`config.mk`:
```
export PLATFORM = sky130hd
export DESIGN_NAME = gpio_cmd_handler
export DESIGN_NICKNAME = d
export VERILOG_FILES = /design/src/shared/gpio_cmd_pkg.sv /design/src/design/gpio_cmd_handler.sv /design/src/design/rsp_framer.sv
export SDC_FILE = /design/constraint.sdc
export NUM_CORES = 1
export LEC_CHECK = 0
export ABC_AREA = 0
export BUFFER_PORTS_ARGS = -buffer_cell sky130_fd_sc_hd__buf_2
export CAP_MARGIN = 5
export CELL_PAD_IN_SITES_DETAIL_PLACEMENT = 1
export CELL_PAD_IN_SITES_GLOBAL_PLACEMENT = 1
export CORE_UTILIZATION = 40
export CTS_CLUSTER_DIAMETER = 120
export DETAILED_ROUTE_END_ITERATION = 10
export GPL_ROUTABILITY_DRIVEN = 0
export PLACE_DENSITY = 0.75
export RECOVER_POWER = 50
export SLEW_MARGIN = 20
export SYNTH_ARGS = -nofsm -noshare
export SYNTH_HDL_FRONTEND = slang
export SYNTH_SLANG_ARGS = --single-unit
```
`constraint.sdc`:
```
create_clock -name clk -period 11.1 [get_ports clk]
set_input_delay 2.22 -clock clk [delete_from_list [all_inputs] [get_ports clk]]
set_output_delay 2.22 -clock clk [all_outputs]
set_load 0.005 [all_outputs]
```
`src/shared/gpio_cmd_pkg.sv`:
```
// Command and response codes, packet layout and limits of the GPIO data
// command handler. Shared by the handler and its byte framer.
package gpio_cmd_pkg;

  localparam int BYTE_W = 8;
  localparam int PORT_COUNT = 4;
  localparam int OUT_MAX_BYTES = 16;
  localparam int RSP_MAX_BYTES = 8;
  localparam int IDX_W = 4;

  // Command codes
  localparam logic [7:0] CMD_VERSION = 8'h00;
  localparam logic [7:0] CMD_RD_P0 = 8'h02;
  localparam logic [7:0] CMD_RD_P2 = 8'h04;
  localparam logic [7:0] CMD_RD_P3 = 8'h06;
  localparam logic [7:0] CMD_RD_P4 = 8'h08;
  localparam logic [7:0] CMD_RD_ALL = 8'h0a;
  localparam logic [7:0] CMD_WR_P0 = 8'h10;
  localparam logic [7:0] CMD_WR_P2 = 8'h12;
  localparam logic [7:0] CMD_WR_P3 = 8'h14;
  localparam logic [7:0] CMD_WR_P4 = 8'h16;
  localparam logic [7:0] CMD_WR_ALL = 8'h18;

  // Response codes
  localparam logic [7:0] RSP_VERSION = 8'h01;
  localparam logic [7:0] RSP_RD_P0 = 8'h03;
  localparam logic [7:0] RSP_RD_P2 = 8'h05;
  localparam logic [7:0] RSP_RD_P3 = 8'h07;
  localparam logic [7:0] RSP_RD_P4 = 8'h09;
  localparam logic [7:0] RSP_RD_ALL = 8'h0b;
  localparam logic [7:0] RSP_WR_P0 = 8'h11;
  localparam logic [7:0] RSP_WR_P2 = 8'h13;
  localparam logic [7:0] RSP_WR_P3 = 8'h15;
  localparam logic [7:0] RSP_WR_P4 = 8'h17;
  localparam logic [7:0] RSP_WR_ALL = 8'h19;
  localparam logic [7:0] RSP_INVALID = 8'hff;

  // Response lengths, code through checksum
  localparam logic [7:0] LEN_SHORT = 8'h05;
  localparam logic [7:0] LEN_WIDE = 8'h08;
  localparam logic [7:0] LEN_ERROR = 8'h04;

  // Error byte values
  localparam logic [7:0] ERR_NONE = 8'h00;
  localparam logic [7:0] ERR_BAD_CMD = 8'h01;
  localparam logic [7:0] ERR_SHORT_CMD = 8'h02;

  // Command byte offsets
  localparam int OFF_CODE = 0;
  localparam int OFF_ARG0 = 1;
  localparam int OFF_ARG3 = 4;

  // Port index inside the 32-bit pin word
  localparam int P0 = 0;
  localparam int P2 = 1;
  localparam int P3 = 2;
  localparam int P4 = 3;

  localparam logic [7:0] PORT_RESET = 8'h00;
  localparam logic [7:0] VERSION_DEFAULT = 8'h10;

  typedef enum logic [1:0] {
    ST_IDLE,
    ST_EXEC,
    ST_READBACK,
    ST_SEND
  } state_t;

endpackage : gpio_cmd_pkg

```
`src/design/gpio_cmd_handler.sv`:
```
// Interprets GPIO data commands of up to 16 bytes from the bulk OUT stream and
// answers on the bulk IN stream. Assumes the USB core delivers one byte per
// valid/ready beat with a last flag, and resets us on USB bus reset.
// Pins of the four ports are seen through pin_in after the port pin data outputs are driven.

// Contract
// RL1: Command 0x00 as first OUT byte queries firmware version.
// RL2: Version answer: 0x01, length 0x05, error, version, checksum.
// RL3: Command 0x02 answers 0x03 with port 0 pin data.
// RL4: Command 0x04 answers 0x05 with port 2 pin data.
// RL5: Command 0x06 answers 0x07 with port 3 pin data.
// RL6: Command 0x08 answers 0x09 with port 4 pin data.
// RL7: Command 0x0A answers 0x0B with ports 4,3,2,0 then checksum.
// RL8: Command 0x10 writes port 0, answers 0x11 with read-back.
// RL9: Command 0x12 writes port 2, answers 0x13 with read-back.
// RL10: Command 0x14 writes port 3, answers 0x15 with read-back.
// RL11: Command 0x16 writes port 4, answers 0x17 with read-back.
// RL12: Command 0x18 writes ports 4,3,2,0 from bytes one to four.
// RL13: Written ports are re-read at once; 0x19 returns four read-backs. The code re-reads only after a READBACK_CYCLES settle wait.
// RL14: Checksum is the negated sum of all earlier response bytes.
// RL15: Length byte counts code through checksum inclusive.
// RL16: Host sends at most 16 bytes per command transfer.
// RL17: Commands arrive on OUT endpoint 2, results leave on IN 1.
// RL18: Error byte zero on success, nonzero otherwise.
module gpio_cmd_handler
  import gpio_cmd_pkg::*;
#(
  parameter logic [7:0] FW_VERSION = VERSION_DEFAULT,
  parameter int READBACK_CYCLES = 2
)
(
  // Clock and reset
  input wire logic clk,
  input wire logic resetn,
  // Bulk OUT endpoint 2 byte stream
  input wire logic [7:0] out_data,
  input wire logic out_valid,
  input wire logic out_last,
  output logic out_ready,
  // Bulk IN endpoint 1 byte stream
  output logic [7:0] in_data,
  output logic in_valid,
  output logic in_last,
  input wire logic in_ready,
  // GPIO port data
  output logic [7:0] port0_pin_data,
  output logic [7:0] port2_pin_data,
  output logic [7:0] port3_pin_data,
  output logic [7:0] port4_pin_data,
  input wire logic [31:0] pin_in
);

  state_t state_reg, state_next;
  logic [7:0] cmd_reg [OUT_MAX_BYTES];
  logic [IDX_W:0] cnt_reg;
  logic [7:0] port_reg [PORT_COUNT];
  logic [7:0] pin_byte [PORT_COUNT];
  logic [3:0] wait_reg;
  logic [7:0] body [RSP_MAX_BYTES-1];
  logic [IDX_W-1:0] body_len;
  logic framer_busy;
  logic load;
  logic out_take;
  logic [IDX_W:0] got_reg;

  // ----------------------------------------------------------------
  // Command decode
  // ----------------------------------------------------------------
  wire [7:0] code = cmd_reg[OFF_CODE];
  wire is_ver = code == CMD_VERSION; // see RL1
  wire is_rd1 = code == CMD_RD_P0 || code == CMD_RD_P2 ||
                code == CMD_RD_P3 || code == CMD_RD_P4;
  wire is_wr1 = code == CMD_WR_P0 || code == CMD_WR_P2 ||
                code == CMD_WR_P3 || code == CMD_WR_P4;
  wire is_rdall = code == CMD_RD_ALL;
  wire is_wrall = code == CMD_WR_ALL;
  wire known = is_ver || is_rd1 || is_wr1 || is_rdall || is_wrall;
  wire [1:0] sel = code == CMD_RD_P0 || code == CMD_WR_P0 ? 2'(P0) :
                   code == CMD_RD_P2 || code == CMD_WR_P2 ? 2'(P2) :
                   code == CMD_RD_P3 || code == CMD_WR_P3 ? 2'(P3) : 2'(P4);
  // Write commands missing their data bytes are refused, not half done
  // Byte count of the finished command; the live counter is back at zero
  wire too_short = (is_wr1 && got_reg < 5'(OFF_ARG0 + 1)) ||
                   (is_wrall && got_reg < 5'(OFF_ARG3 + 1));
  wire ok = known && !too_short;
  wire [7:0] err = !known ? ERR_BAD_CMD :
                   too_short ? ERR_SHORT_CMD : ERR_NONE; // see RL18
  wire wide = is_rdall || is_wrall;
  wire [7:0] rsp_code = is_ver ? RSP_VERSION :
                        code == CMD_RD_ALL ? RSP_RD_ALL :
                        code == CMD_WR_ALL ? RSP_WR_ALL : // see RL13
                        code == CMD_RD_P0 ? RSP_RD_P0 : // see RL3
                        code == CMD_RD_P2 ? RSP_RD_P2 : // see RL4
                        code == CMD_RD_P3 ? RSP_RD_P3 : // see RL5
                        code == CMD_RD_P4 ? RSP_RD_P4 : // see RL6
                        code == CMD_WR_P0 ? RSP_WR_P0 : // see RL8
                        code == CMD_WR_P2 ? RSP_WR_P2 : // see RL9
                        code == CMD_WR_P3 ? RSP_WR_P3 : // see RL10
                        RSP_WR_P4; // see RL11

  // ----------------------------------------------------------------
  // Pin bytes as seen on the pins
  // ----------------------------------------------------------------
  for (genvar p = 0; p < PORT_COUNT; p++) begin : g_pin
    assign pin_byte[p] = pin_in[p*8 +: 8];
  end

  assign port0_pin_data = port_reg[P0];
  assign port2_pin_data = port_reg[P2];
  assign port3_pin_data = port_reg[P3];
  assign port4_pin_data = port_reg[P4];

  // ----------------------------------------------------------------
  // Response body
  // ----------------------------------------------------------------
  always_comb begin
    for (int i = 0; i < RSP_MAX_BYTES - 1; i++) begin
      body[i] = 8'h00;
    end
    body[0] = ok ? rsp_code : RSP_INVALID;
    body[2] = err;
    if (!ok) begin
      body[1] = LEN_ERROR;
      body_len = 4'd3;
    end else if (wide) begin
      body[1] = LEN_WIDE; // see RL15
      body[3] = pin_byte[P4]; // see RL7
      body[4] = pin_byte[P3];
      body[5] = pin_byte[P2];
      body[6] = pin_byte[P0];
      body_len = 4'd7;
    end else begin
      body[1] = LEN_SHORT; // see RL15
      body[3] = is_ver ? FW_VERSION : pin_byte[sel]; // see RL2
      body_len = 4'd4;
    end
  end

  // ----------------------------------------------------------------
  // Sequencing
  // ----------------------------------------------------------------
  // Commands are taken only while idle and the answer is gone
  assign out_ready = state_reg == ST_IDLE && !framer_busy; // see RL17
  assign out_take = out_valid && out_ready;
  assign load = state_reg == ST_SEND && !framer_busy;

  always_comb begin
    state_next = state_reg;
    case (state_reg)
      ST_IDLE: begin
        if (out_take && out_last) begin
          state_next = ST_EXEC;
        end
      end
      ST_EXEC: begin
        state_next = ST_READBACK;
      end
      ST_READBACK: begin
        // Settle time lets written pins show on pin_in
        if (wait_reg == 4'(READBACK_CYCLES)) begin
          state_next = ST_SEND;
        end
      end
      ST_SEND: begin
        if (!framer_busy) begin
          state_next = ST_IDLE; // see RL17
        end
      end
      default: state_next = ST_IDLE;
    endcase
  end

  always_ff @(posedge clk or negedge resetn) begin
    if (!resetn) begin
      state_reg <= ST_IDLE;
      wait_reg <= 4'h0;
    end else begin
      state_reg <= state_next;
      wait_reg <= state_reg == ST_READBACK ? wait_reg + 4'h1 : 4'h0;
    end
  end

  // Bytes seventeen to thirty-two are dropped, later ones wrap onto byte one; the host should not send them
  always_ff @(posedge clk or negedge resetn) begin
    if (!resetn) begin
      cnt_reg <= '0;
      for (int i = 0; i < OUT_MAX_BYTES; i++) begin
        cmd_reg[i] <= 8'h00;
      end
    end else if (out_take) begin
      if (cnt_reg < 5'(OUT_MAX_BYTES)) begin // see RL16
        cmd_reg[cnt_reg[3:0]] <= out_data;
      end
      cnt_reg <= out_last ? '0 : cnt_reg + 1'b1;
    end else if (state_reg == ST_IDLE && cnt_reg == '0) begin
      cmd_reg[OFF_CODE] <= cmd_reg[OFF_CODE];
    end
  end

  // Separate counter of received bytes for the finished command
  always_ff @(posedge clk or negedge resetn) begin
    if (!resetn) begin
      got_reg <= '0;
    end else if (out_take && out_last) begin
      got_reg <= cnt_reg + 1'b1;
    end
  end

  // ----------------------------------------------------------------
  // Port data writes
  // ----------------------------------------------------------------
  wire do_wr = state_reg == ST_EXEC && ok;

  always_ff @(posedge clk or negedge resetn) begin
    if (!resetn) begin
      for (int i = 0; i < PORT_COUNT; i++) begin
        port_reg[i] <= PORT_RESET;
      end
    end else if (do_wr && is_wr1) begin
      port_reg[sel] <= cmd_reg[OFF_ARG0]; // see RL8
    end else if (do_wr && is_wrall) begin
      port_reg[P4] <= cmd_reg[1]; // see RL12
      port_reg[P3] <= cmd_reg[2];
      port_reg[P2] <= cmd_reg[3];
      port_reg[P0] <= cmd_reg[4];
    end
  end

  rsp_framer u_framer (
    .clk(clk),
    .resetn(resetn),
    .load(load),
    .body(body),
    .body_len(body_len),
    .busy(framer_busy),
    .in_data(in_data),
    .in_valid(in_valid),
    .in_last(in_last),
    .in_ready(in_ready)
  );

endmodule // gpio_cmd_handler

```
`src/design/rsp_framer.sv`:
```
// Serialises one response packet and appends the checksum of its first body_len bytes.
// Assumes the IN endpoint takes a byte when valid and ready are both high.
module rsp_framer
  import gpio_cmd_pkg::*;
(
  // Clock and reset
  input wire logic clk,
  input wire logic resetn,
  // Packet load
  input wire logic load,
  input wire logic [7:0] body [RSP_MAX_BYTES-1],
  input wire logic [IDX_W-1:0] body_len,
  output logic busy,
  // IN endpoint stream
  output logic [7:0] in_data,
  output logic in_valid,
  output logic in_last,
  input wire logic in_ready
);

  logic [7:0] buf_reg [RSP_MAX_BYTES];
  logic [IDX_W-1:0] idx_reg;
  logic [IDX_W-1:0] last_idx_reg;
  logic busy_reg;
  logic [7:0] sum_next;
  logic take;

  // ----------------------------------------------------------------
  // Checksum over the body bytes
  // ----------------------------------------------------------------
  always_comb begin
    sum_next = 8'h00;
    for (int i = 0; i < RSP_MAX_BYTES - 1; i++) begin
      if (IDX_W'(i) < body_len) begin
        sum_next = sum_next + body[i];
      end
    end
  end

  assign take = busy_reg && in_ready;
  assign busy = busy_reg;
  assign in_valid = busy_reg;
  assign in_data = buf_reg[idx_reg[2:0]];
  assign in_last = busy_reg && (idx_reg == last_idx_reg);

  // ----------------------------------------------------------------
  // Packet buffer and read pointer
  // ----------------------------------------------------------------
  always_ff @(posedge clk or negedge resetn) begin
    if (!resetn) begin
      for (int i = 0; i < RSP_MAX_BYTES; i++) begin
        buf_reg[i] <= 8'h00;
      end
      idx_reg <= '0;
      last_idx_reg <= '0;
      busy_reg <= 1'b0;
    end else if (load && !busy_reg) begin
      for (int i = 0; i < RSP_MAX_BYTES - 1; i++) begin
        buf_reg[i] <= body[i];
      end
      // Checksum is the negated sum, placed right after the body
      buf_reg[body_len[2:0]] <= 8'h00 - sum_next; // see RL14
      idx_reg <= '0;
      last_idx_reg <= body_len;
      busy_reg <= 1'b1;
    end else if (take) begin
      if (idx_reg == last_idx_reg) begin
        busy_reg <= 1'b0;
      end
      idx_reg <= idx_reg + 1'b1;
    end
  end

endmodule // rsp_framer

```
== After elaboration in Yosys (flattened, before gate mapping) ==
Cells that the tools add are included.
Widths: inputs -> output; s select.
Operators by class
  shifts and indexed selects: 0
  div/mod/pow operators: 0
  mux-type cells: 59
  bitwise gates (word level): 4
  eq/ne operators: 18
  $add $sub $neg: 10
  reductions and logical operators: 41
  $lt $le $gt $ge: 17
  multipliers: 0
Operators by type and width (number)
  $mux 8: 18
  $bwmux 128: 1
  $mux 32: 3
  $bwmux 64: 1
  $add 8x8->8: 5
  $eq 8x5->1 const B: 5
  $mux 5: 8
  $bwmux 32: 1
  $demux 8 s4: 1
  $bmux 8 s3: 1
  $demux 8 s3: 1
  $mux 24: 1
  $mux 4: 5
  $mux 2: 9
  $bmux 8 s2: 1
  $demux 8 s2: 1
  $eq 8x3->1 const B: 2
  $eq 8x4->1 const B: 2
  $logic_and 1x1->1: 16
  $logic_or 1x1->1: 15
  $lt 3x4->1 const A: 3
  $add 4x1->4 const B: 2
  $add 8x2->8: 1
  $eq 8x2->1 const B: 1
  other kinds (31): 45
Storage, ports and cells
  input port bits: 45
  register bits: 249
  output and inout port bits: 43
  logic and storage cells: 184
  bits in latches: 0
  memory bits (writable): 0
  memory bits (read-only): 0
  memories: 0

== Depth between registers and ports, before layout ==
Gate-level depths: netlist (run 1).
  depth in word-level cells: 27
  mapped depth: 37
  gate-level depth less buffers: 34

== Cells and area by module ==
A second synthesis (run 1) with hierarchy kept.
Unflattened totals
  cells, all modules: 1271
  area total of the unflattened synthesis: 11531.1 sq um
By module, submodules not included
  rsp_framer: area an instance 6954.2 sq um, sequential area each 1826.8 sq um, cells an instance 837, times used 1
  gpio_cmd_handler: area an instance 4576.9 sq um, sequential area each 2202.1 sq um, cells an instance 434, times used 1

== Least setup slack after synthesis (run 1) ==
No wires, ideal clock.
  path kind: reg-to-reg
  start: reg cmd_reg (netlist bit code[0])
  end: reg u_framer.buf_reg[31] in the netlist's numbering
  setup slack: 3.508 ns
  arrival time: 7.500 ns
  data required time: 11.008 ns
  stages on the path, launching flop included: 33
  library setup time: 0.092 ns
  period minus slack after synthesis: 7.592 ns
  buffers on the path: 4
  cell sequence: dfrtp_1 > or4_4 > buf_6 > nor2_1 > o211a_1 > clkbuf_1 > clkbuf_1 > clkbuf_1 > ha_1 > a21oi_1 > nand2_1 > xor2_1 > o21ai_0 > o31ai_1 > o31ai_1 > ha_1 > nor3_1 > a31oi_1 > a21boi_0 > a21oi_1 > or2_2 > ha_1 > xnor2_1 > a21o_1 > ha_1 > xnor2_1 > a21o_1 > ha_1 > xnor2_1 > a211o_1 > nor3_2 > xnor3_1 > o31ai_2
RTL lines
  from (decl): line gpio_cmd_handler.sv:54  | logic [7:0] cmd_reg [OUT_MAX_BYTES];
  from (signal, indexed assignment): line gpio_cmd_handler.sv:192  | cmd_reg[cnt_reg[3:0]] <= out_data;
  from (signal, indexed assignment): line gpio_cmd_handler.sv:196  | cmd_reg[OFF_CODE] <= cmd_reg[OFF_CODE];
  to (signal, indexed assignment): line rsp_framer.sv:59  | buf_reg[i] <= body[i];
  to (signal, indexed assignment): line rsp_framer.sv:62  | buf_reg[body_len[2:0]] <= 8'h00 - sum_next;
  to (decl): line rsp_framer.sv:21  | logic [7:0] buf_reg [RSP_MAX_BYTES];

== Final worst setup path (run 1) ==
  start: reg cmd_reg (netlist bit code[0])
  end: reg u_framer.buf_reg[31] in the netlist's numbering
On the way
  word-level cells in the longest chain between the ends: 27
  elaborated cells between the ends (all ways): 86
  classes of those cells: add/sub: 7; order compare: 9; eq/ne: 10; mux: 37; bitwise: 2; reduce/logical: 21
Ends and longest elaborated chain
  $eq 8x5->1: line gpio_cmd_handler.sv:74, gpio_cmd_handler.sv:80, gpio_cmd_handler.sv:98
  $mux 2: line gpio_cmd_handler.sv:98  | code == CMD_WR_P3 ? RSP_WR_P3 :
  $mux 3: line gpio_cmd_handler.sv:97  | code == CMD_WR_P2 ? RSP_WR_P2 :
  $mux 3: line gpio_cmd_handler.sv:96  | code == CMD_WR_P0 ? RSP_WR_P0 :
  $mux 5: line gpio_cmd_handler.sv:95  | code == CMD_RD_P4 ? RSP_RD_P4 :
  $mux 5: line gpio_cmd_handler.sv:94  | code == CMD_RD_P3 ? RSP_RD_P3 :
  $mux 5: line gpio_cmd_handler.sv:93  | code == CMD_RD_P2 ? RSP_RD_P2 :
  $mux 5: line gpio_cmd_handler.sv:92  | code == CMD_RD_P0 ? RSP_RD_P0 :
  (+11 left out)
  $add 8x8->8: line rsp_framer.sv:35  | sum_next = sum_next + body[i];
  $mux 8: line rsp_framer.sv:34  | if (IDX_W'(i) < body_len) begin
  $add 8x8->8: line rsp_framer.sv:35
  $mux 8: line rsp_framer.sv:34
  $add 8x8->8: line rsp_framer.sv:35
  $mux 8: line rsp_framer.sv:34
  $sub 1x8->8: line rsp_framer.sv:62
  $bwmux 64 (*): line rsp_framer.sv:62
Every way passes the cells marked *; elsewhere a longest branch is shown, timed or not. The select of a mux whose other input is x is not followed.
A chain may end at the register's enable or synchronous reset.

==> results of run 1 <==
==> cells by family (layout without fill, tap and decap cells) <==
family | Yosys count | in the layout
compound gates | 230 | 230
xor+xnor | 48 | 48
fa+ha+maj | 48 | 48
buf+inv | 69 | 158
flops | 147 | 147
mux | 83 | 83
simple gates | 291 | 291
==> Yosys cell counts (all sizes together) (15+ instances only) <==
cell,n,area (um^2)
a21oi,49,249
a22oi,31,233
and2,28,175
clkbuf,36,135
dfrtp,147,3680
ha,44,551
inv,26,97.6
mux2,69,777
nand2,136,513
nand3,15,80.1
nor2,47,176
nor3,17,101
o21ai,82,410
xnor2,26,235
xor2,21,184
==> where the power goes <==
part	leakage (nW)	internal, mW	switching, mW
Clock	0.302	0.312	0.293
Combinational	2.58	0.607	0.791
Sequential	1.93	0.677	0.174
Total	4.81	1.60	1.26
==> placed cells by master, fill, tap and decap left out, types with 31 or more instances in the layout <==
master | netlist | routed
sky130_fd_sc_hd__nand2_1 | 135 | 135
sky130_fd_sc_hd__nor2_1 | 47 | 47
sky130_fd_sc_hd__o21ai_0 | 78 | 78
sky130_fd_sc_hd__buf_2 | 1 | 58
sky130_fd_sc_hd__clkbuf_1 | 36 | 33
sky130_fd_sc_hd__ha_1 | 44 | 44
sky130_fd_sc_hd__a21oi_1 | 48 | 48
sky130_fd_sc_hd__dfrtp_1 | 147 | 147
sky130_fd_sc_hd__a22oi_1 | 31 | 31
sky130_fd_sc_hd__mux2_2 | 69 | 69
==> worst paths after layout <==
kind | from | to | slack, ns
hold / removal | port3_pin_data[4] | port3_pin_data[4] | 0.48
setup reg to reg | code[0] | u_framer.buf_reg[31] | 2.33
hold reg to reg | port3_pin_data[4] | port3_pin_data[4] | 0.48
min in group asynchronous | resetn | u_framer.idx_reg[2] | 3.35
max in group asynchronous | resetn | code[1] | 5.10
setup / recovery | code[0] | u_framer.buf_reg[31] | 2.33
==> routing by layer <==
layer / up-vias / part of all wire / GRT usage
li1: 3405 / - / -
met1: 3635 / 0.45 / 0.328
met2: 146 / 0.50 / 0.430
met3: 25 / 0.031 / 0.0298
met4: 0 / 0.015 / 0.0690
met5: - / 0 / 0
==> layout make-up <==
cell class                      count  area (um^2)
Clock buffer                       17          425
Inverter                           27          101
Fill cell                        2525        11700
Tap cell                          280          350
Clock inverter                     15          196
Sequential cell                   147         3680
Timing Repair Buffer               99          474
Multi-Input combinational cell    700         4920
==> worst max-delay path: cells and delay by family (launching register included) <==
kind	cells	cell delay (ns)
fa+ha+maj	5	1.70
flops	1	0.39
mux	1	0.25
buf+inv	2	0.17
simple gates	6	2.89
compound gates	12	2.13
xor+xnor	5	1.10
==> stage by stage <==
step / total power, mW / setup slack (ns) / cell area, um^2
2_1_floorplan: 1.86 / 3.51 / 8880
3_3_place_gp: 2.20 / 3.18 / 9600
3_5_place_dp: 2.26 / 3.10 / 9600
4_1_cts: 2.88 / 3.10 / 10200
5_1_grt: 3.07 / 1.73 / 10100
6_report: 2.85 / 2.33 / 10100
==> parameters.txt, run 1 <==
Parameter                              Value

Final layout
  Proportion of layout cells with a drive suffix above 1    0.196
  Non-Filler Instances    1,285
  Util after Layout    0.465
  Flip-flop count of the largest register, all copies and words added    52
  Layout Nets    1,085
  Signed area change from the synthesized netlist to the final layout    14.3%
  ANT cells    0

Clock tree
  Post-CTS Setup Inserts    0
  Hold-fix buffer count after cts    0
  Maximum buffer depth of the clock tree    2
  Number of clock sinks    147
  Count of instances resized after the clock tree is built    0
  H-tree levels    4
  Source-to-sink clock delay at the later pin of the worst-skew pair    0.44 ns
  TritonCTS buffer count    17
  CTS root buf    sky130_fd_sc_hd__clkbuf_16
  Clock slew at reported path FFs    0.08 ns
  Clock tree from TritonCTS    built

STA
  Highest clock rate    114 MHz
  Pins over their slew limit    175
  Fin Setup TNS    0 ns
  Worst slew margin relative to its limit    -1.98
  Final Hold Viols    0
  Final setup viols    0
  Minimum clock period after layout    8.77 ns
  Setup repair after global routing missed its margin    false
  Final critical-path share of the clock period    0.790
  Clock skew after layout    0.00933 ns
  Hold slack    0.478 ns
  Least-Margin Pin Slew    4.47 ns

Logic synthesis
  Area of the mapped netlist    8880 um^2
  Yosys warns    0
  Compound-Gate Fraction of Synth Area    0.163
  Multiplexer share of the synthesized area    0.116
  Basic-gate share of the synthesized area counting and, or, nand and nor cells    0.156
  Combinational family with the most area after synthesis    compound AO/OA/AOI/OAI gates
  Synth async-reset ratio    1.00
  Portion of the post-synthesis area used by sequential elements    0.414
  #FFs+latches synth    147
  Main synth FF type    sky130_fd_sc_hd__dfrtp_1
  Syn nets    1,009
  Xor and xnor area share after synthesis    0.0498
  Count of distinct cell types in the synthesized netlist    67
  Count of flip-flops with a built-in enable after synthesis    0
  Average footprint of a synthesized cell    9.69 um^2
  Post-synthesis share of cell area spent on full adders, half adders and majority gates    0.0710
  Cell count after synthesis    916

Setup path
  Endpoint kind of the worst setup timing path    flip-flop
  Critical Path Slowest Stage Cell    sky130_fd_sc_hd__nor4_1
  Critical path start-end classification    flip-flop to flip-flop
  Largest driver fanout on the critical path    10
  Maximum cell stage delay along the critical path    1.28 ns
  Worst Path Required    11.43 ns
  Worst Reg2Reg Path Length in Cells    31
  Setup crit start kind    flip-flop
  Arrival @ worst endpoint    9.09 ns

Run status
  Violations in the final reports    max-capacitance violations, max-slew violations
  Status    finished with violations

Global routing
  GR Overflow Total    0
  Antenna violations before repair    0
  Maximum number of pins on one net before global-route repair    81
  Total routing resource utilization after global routing    0.249
  Via count of the first global-routing pass    7,589
  Wire length of the first global-routing pass    42.4 mm

Place
  Placed instance count    1,253
  Port-buffer cells    87
  Half-perimeter wire length of the detailed placement result    19.4 mm

Power
  Maximum vdd ir drop    0.000125 V
  Static leakage    4.81 nW
  Power density over the cells    281 nW/um^2

Route
  Final wirelength    26.6 mm
  Routed length per placed instance    20.7 um
  Number of DRC markers in iteration 0    314
  Number of design rule violations left after detail routing    0
  Post-DRT Antenna Nets    0
  Iteration count of the initial detailed-routing pass    5
  Average via count per standard cell    5.61
  Total vias in the final route    7,211

Die
  Num rows    54
  Starting utilization of the core area    0.407
  Core Footprint    21,800 um^2
  Io pins    88
  Area of the die    22,800 um^2
  DIE WIDTH    151 um
  Die H    151 um

Hold path
  Hold/Removal Path Class    flip-flop to flip-flop
  Hold path depth    2

Run
  Max-cap violations    4
No activity file was read; power rests on OpenSTA's default activity.
==> run 2, diff against run 1 <==
Clock period 11.1 ns to 8.1 ns, I/O delays scaled along.
==> run 2 against run 1 <==
  * The run still ends with max-capacitance violations, max-slew violations left
  * Hold slack worse by 0.0072 ns
  * Register-to-register slack worse by 1.7 ns
  * Routed wire length up 1.4%
  * Largest cell class unchanged
  * Highest routed layer unchanged
  * Critical path type unchanged
  * Largest power group unchanged
  * Utilization up 0.51 points
  * Critical endpoint unchanged
==> parameters.txt, run 2 (same netlist as run 1, synthesis figures left out) <==
Parameter                              Value

Setup path
  Endpoint kind of the worst setup timing path    flip-flop
  Critical path start-end classification    flip-flop to flip-flop
  CP dominant cell by count    sky130_fd_sc_hd__ha_1
  Maximum cell stage delay along the critical path    0.55 ns
  FF-to-FF Start    code[2]
  Arrival @ worst endpoint    7.81 ns
  Setup crit start kind    flip-flop
  Critical Path Slowest Stage Cell    sky130_fd_sc_hd__dfrtp_1
  Worst setup slack for register-to-register paths    0.61 ns
  Origin of the worst setup path    code[2]
  Largest driver fanout on the critical path    14
  Worst Path Required    8.42 ns

Final layout
  Most common cell after layout, fill and taps aside    sky130_fd_sc_hd__dfrtp_1
  Signed area change from the synthesized netlist to the final layout    15.5%
  Final-layout fill cell count    2,500
  Layout Nets    1,090
  Flip-flop count of the largest register, all copies and words added    52
  Most frequent cells in the layout    146 x sky130_fd_sc_hd__dfrtp_1, 135 x sky130_fd_sc_hd__nand2_1, 78 x sky130_fd_sc_hd__o21ai_0, 69 x sky130_fd_sc_hd__mux2_2, 61 x sky130_fd_sc_hd__buf_2
  ANT cells    0
  Non-Filler Instances    1,290
  Proportion of layout cells with a drive suffix above 1    0.212

Global routing
  GRT busiest layer    met2
  Total routing resource utilization after global routing    0.251
  Met1 track utilization from global routing    0.320
  Via count of the first global-routing pass    7,714
  Maximum number of pins on one net before global-route repair    89
  Met3 track demand over resource in global routing    0.0386
  Antenna violations before repair    0
  Wire length of the first global-routing pass    42.8 mm
  GR Overflow Total    0
  Global Route met2 Usage    0.427

Power
  Switching part of the total    0.445
  Power density over the cells    388 nW/um^2
  Internal power of the cells    2.21 mW
  Part of the total power dissipated in sequential elements    0.294
  Maximum vdd ir drop    0.000153 V
  Switch Pwr    1.77 mW
  Static leakage    4.87 nW
  Fraction of power consumed by the clock network    0.207
  Comb power frac    0.499

Clock tree
  Clock slew at reported path FFs    0.07 ns
  TritonCTS buffer count    17
  H-tree levels    4
  Post-CTS Setup Inserts    0
  Source-to-sink clock delay at the later pin of the worst-skew pair    0.44 ns
  Number of clock sinks    147
  Maximum buffer depth of the clock tree    2
  Clock tree from TritonCTS    built
  CTS root buf    sky130_fd_sc_hd__clkbuf_16

Route
  Average via count per standard cell    5.64
  Number of design rule violations left after detail routing    0
  Number of DRC markers in iteration 0    342
  Total vias in the final route    7,276
  Iteration count of the initial detailed-routing pass    6
  Final wirelength    27.0 mm
  Routed length per placed instance    20.9 um
  Post-DRT Antenna Nets    0

Place
  Placed instance count    1,258
  Port-buffer cells    87
  Half-perimeter wire length of the detailed placement result    19.6 mm
  Worst Setup Slack post-DPL    0.316 ns

Run
  Max-cap violations    3

Die
  Area of the die    22,800 um^2
  Num rows    54
  Starting utilization of the core area    0.407
  Io pins    88
  Core Footprint    21,800 um^2
  Die H    151 um
  DIE WIDTH    151 um

STA
  Fin Setup TNS    0 ns
  Setup repair after global routing missed its margin    false
  Highest clock rate    134 MHz
  Final setup viols    0
  Clock skew after layout    0.0172 ns
  Final Hold Viols    0
  Final critical-path share of the clock period    0.925
  Final setup margin    0.610 ns
  Least-Margin Pin Slew    4.85 ns
  Pins over their slew limit    172
  Minimum clock period after layout    7.49 ns
  Worst slew margin relative to its limit    -2.23

Run status
  Violations in the final reports    max-capacitance violations, max-slew violations
  Status    finished with violations

Hold path
  Hold/Removal Path Class    flip-flop to flip-flop
  Hold Path Origin    u_framer.buf_reg[56]
[run 2: cell count changes in the layout (fill, tap and decap cells not counted), moves of 2 or more]
cell                       before  now
sky130_fd_sc_hd__buf_2         58   61
sky130_fd_sc_hd__buf_4          8   15
sky130_fd_sc_hd__clkbuf_1      33   28
sky130_fd_sc_hd__clkinv_8       4    8
sky130_fd_sc_hd__inv_12         3    1
sky130_fd_sc_hd__inv_8          5    2
sky130_fd_sc_hd__nor4_1         6    4
[run 2: final timing paths]
| path | depth (start not counted) | endpoint |
|---|---|---|
| min in group asynchronous | 1 | u_framer.idx_reg[0] |
| max reg2reg | 33 | u_framer.buf_reg[31] |
| max | 33 | u_framer.buf_reg[31] |
| min reg2reg | 1 | u_framer.buf_reg[56] |
| max in group asynchronous | 1 | code[4] |
| min | 1 | u_framer.buf_reg[56] |
[run 2: metal layers]
layer	up-vias	wire length (um)
li1	3397	-
met1	3692	12100
met2	145	13500
met3	42	782
met4	0	692
met5	-	0
[run 2: through the flow]
step / hold WS (ns) / total power, mW / instance area (um^2) / utilization
floorplan: 0.430 / 2.55 / 8880 / -
global placement: 0.450 / 3.03 / 9640 / 0.442
detailed placement: 0.452 / 3.11 / 9640 / 0.442
CTS: 0.473 / 3.98 / 10300 / 0.471
global route: 0.502 / 4.27 / 10300 / 0.470
finish: 0.471 / 3.98 / 10300 / 0.470
[run 2: area by class of cell]
type                            instances  area [um^2]  area share
Clock buffer                           17          425      0.0415
Clock inverter                         15          204      0.0199
Inverter                               27          101     0.00988
Multi-Input combinational cell        700         4970       0.485
Sequential cell                       147         3680       0.359
Tap cell                              280          350      0.0342
Timing Repair Buffer                  104          523      0.0510
[run 2: what timing repair did]
action / in CTS / in global routing
hold buffers: 0 / 0
gates resized for setup: 0 / 6
setup endpoints to repair: 0 / 5
[run 2: power groups by stage]
stage | combinational, mW | clock (mW) | sequential [mW]
after detailed placement | 1.93 | 0 | 1.18
after floorplan | 1.51 | 0 | 1.04
after global routing | 2.20 | 0.867 | 1.21
final | 1.98 | 0.824 | 1.17
after CTS | 1.97 | 0.839 | 1.17
after global placement | 1.86 | 0 | 1.17
[run 2: critical path: cells and delay by family (launching register included)]
family	cells	cell delay (ns)
fa+ha+maj	5	1.58
xor+xnor	7	1.40
simple gates	10	1.88
flops	1	0.55
compound gates	11	1.95
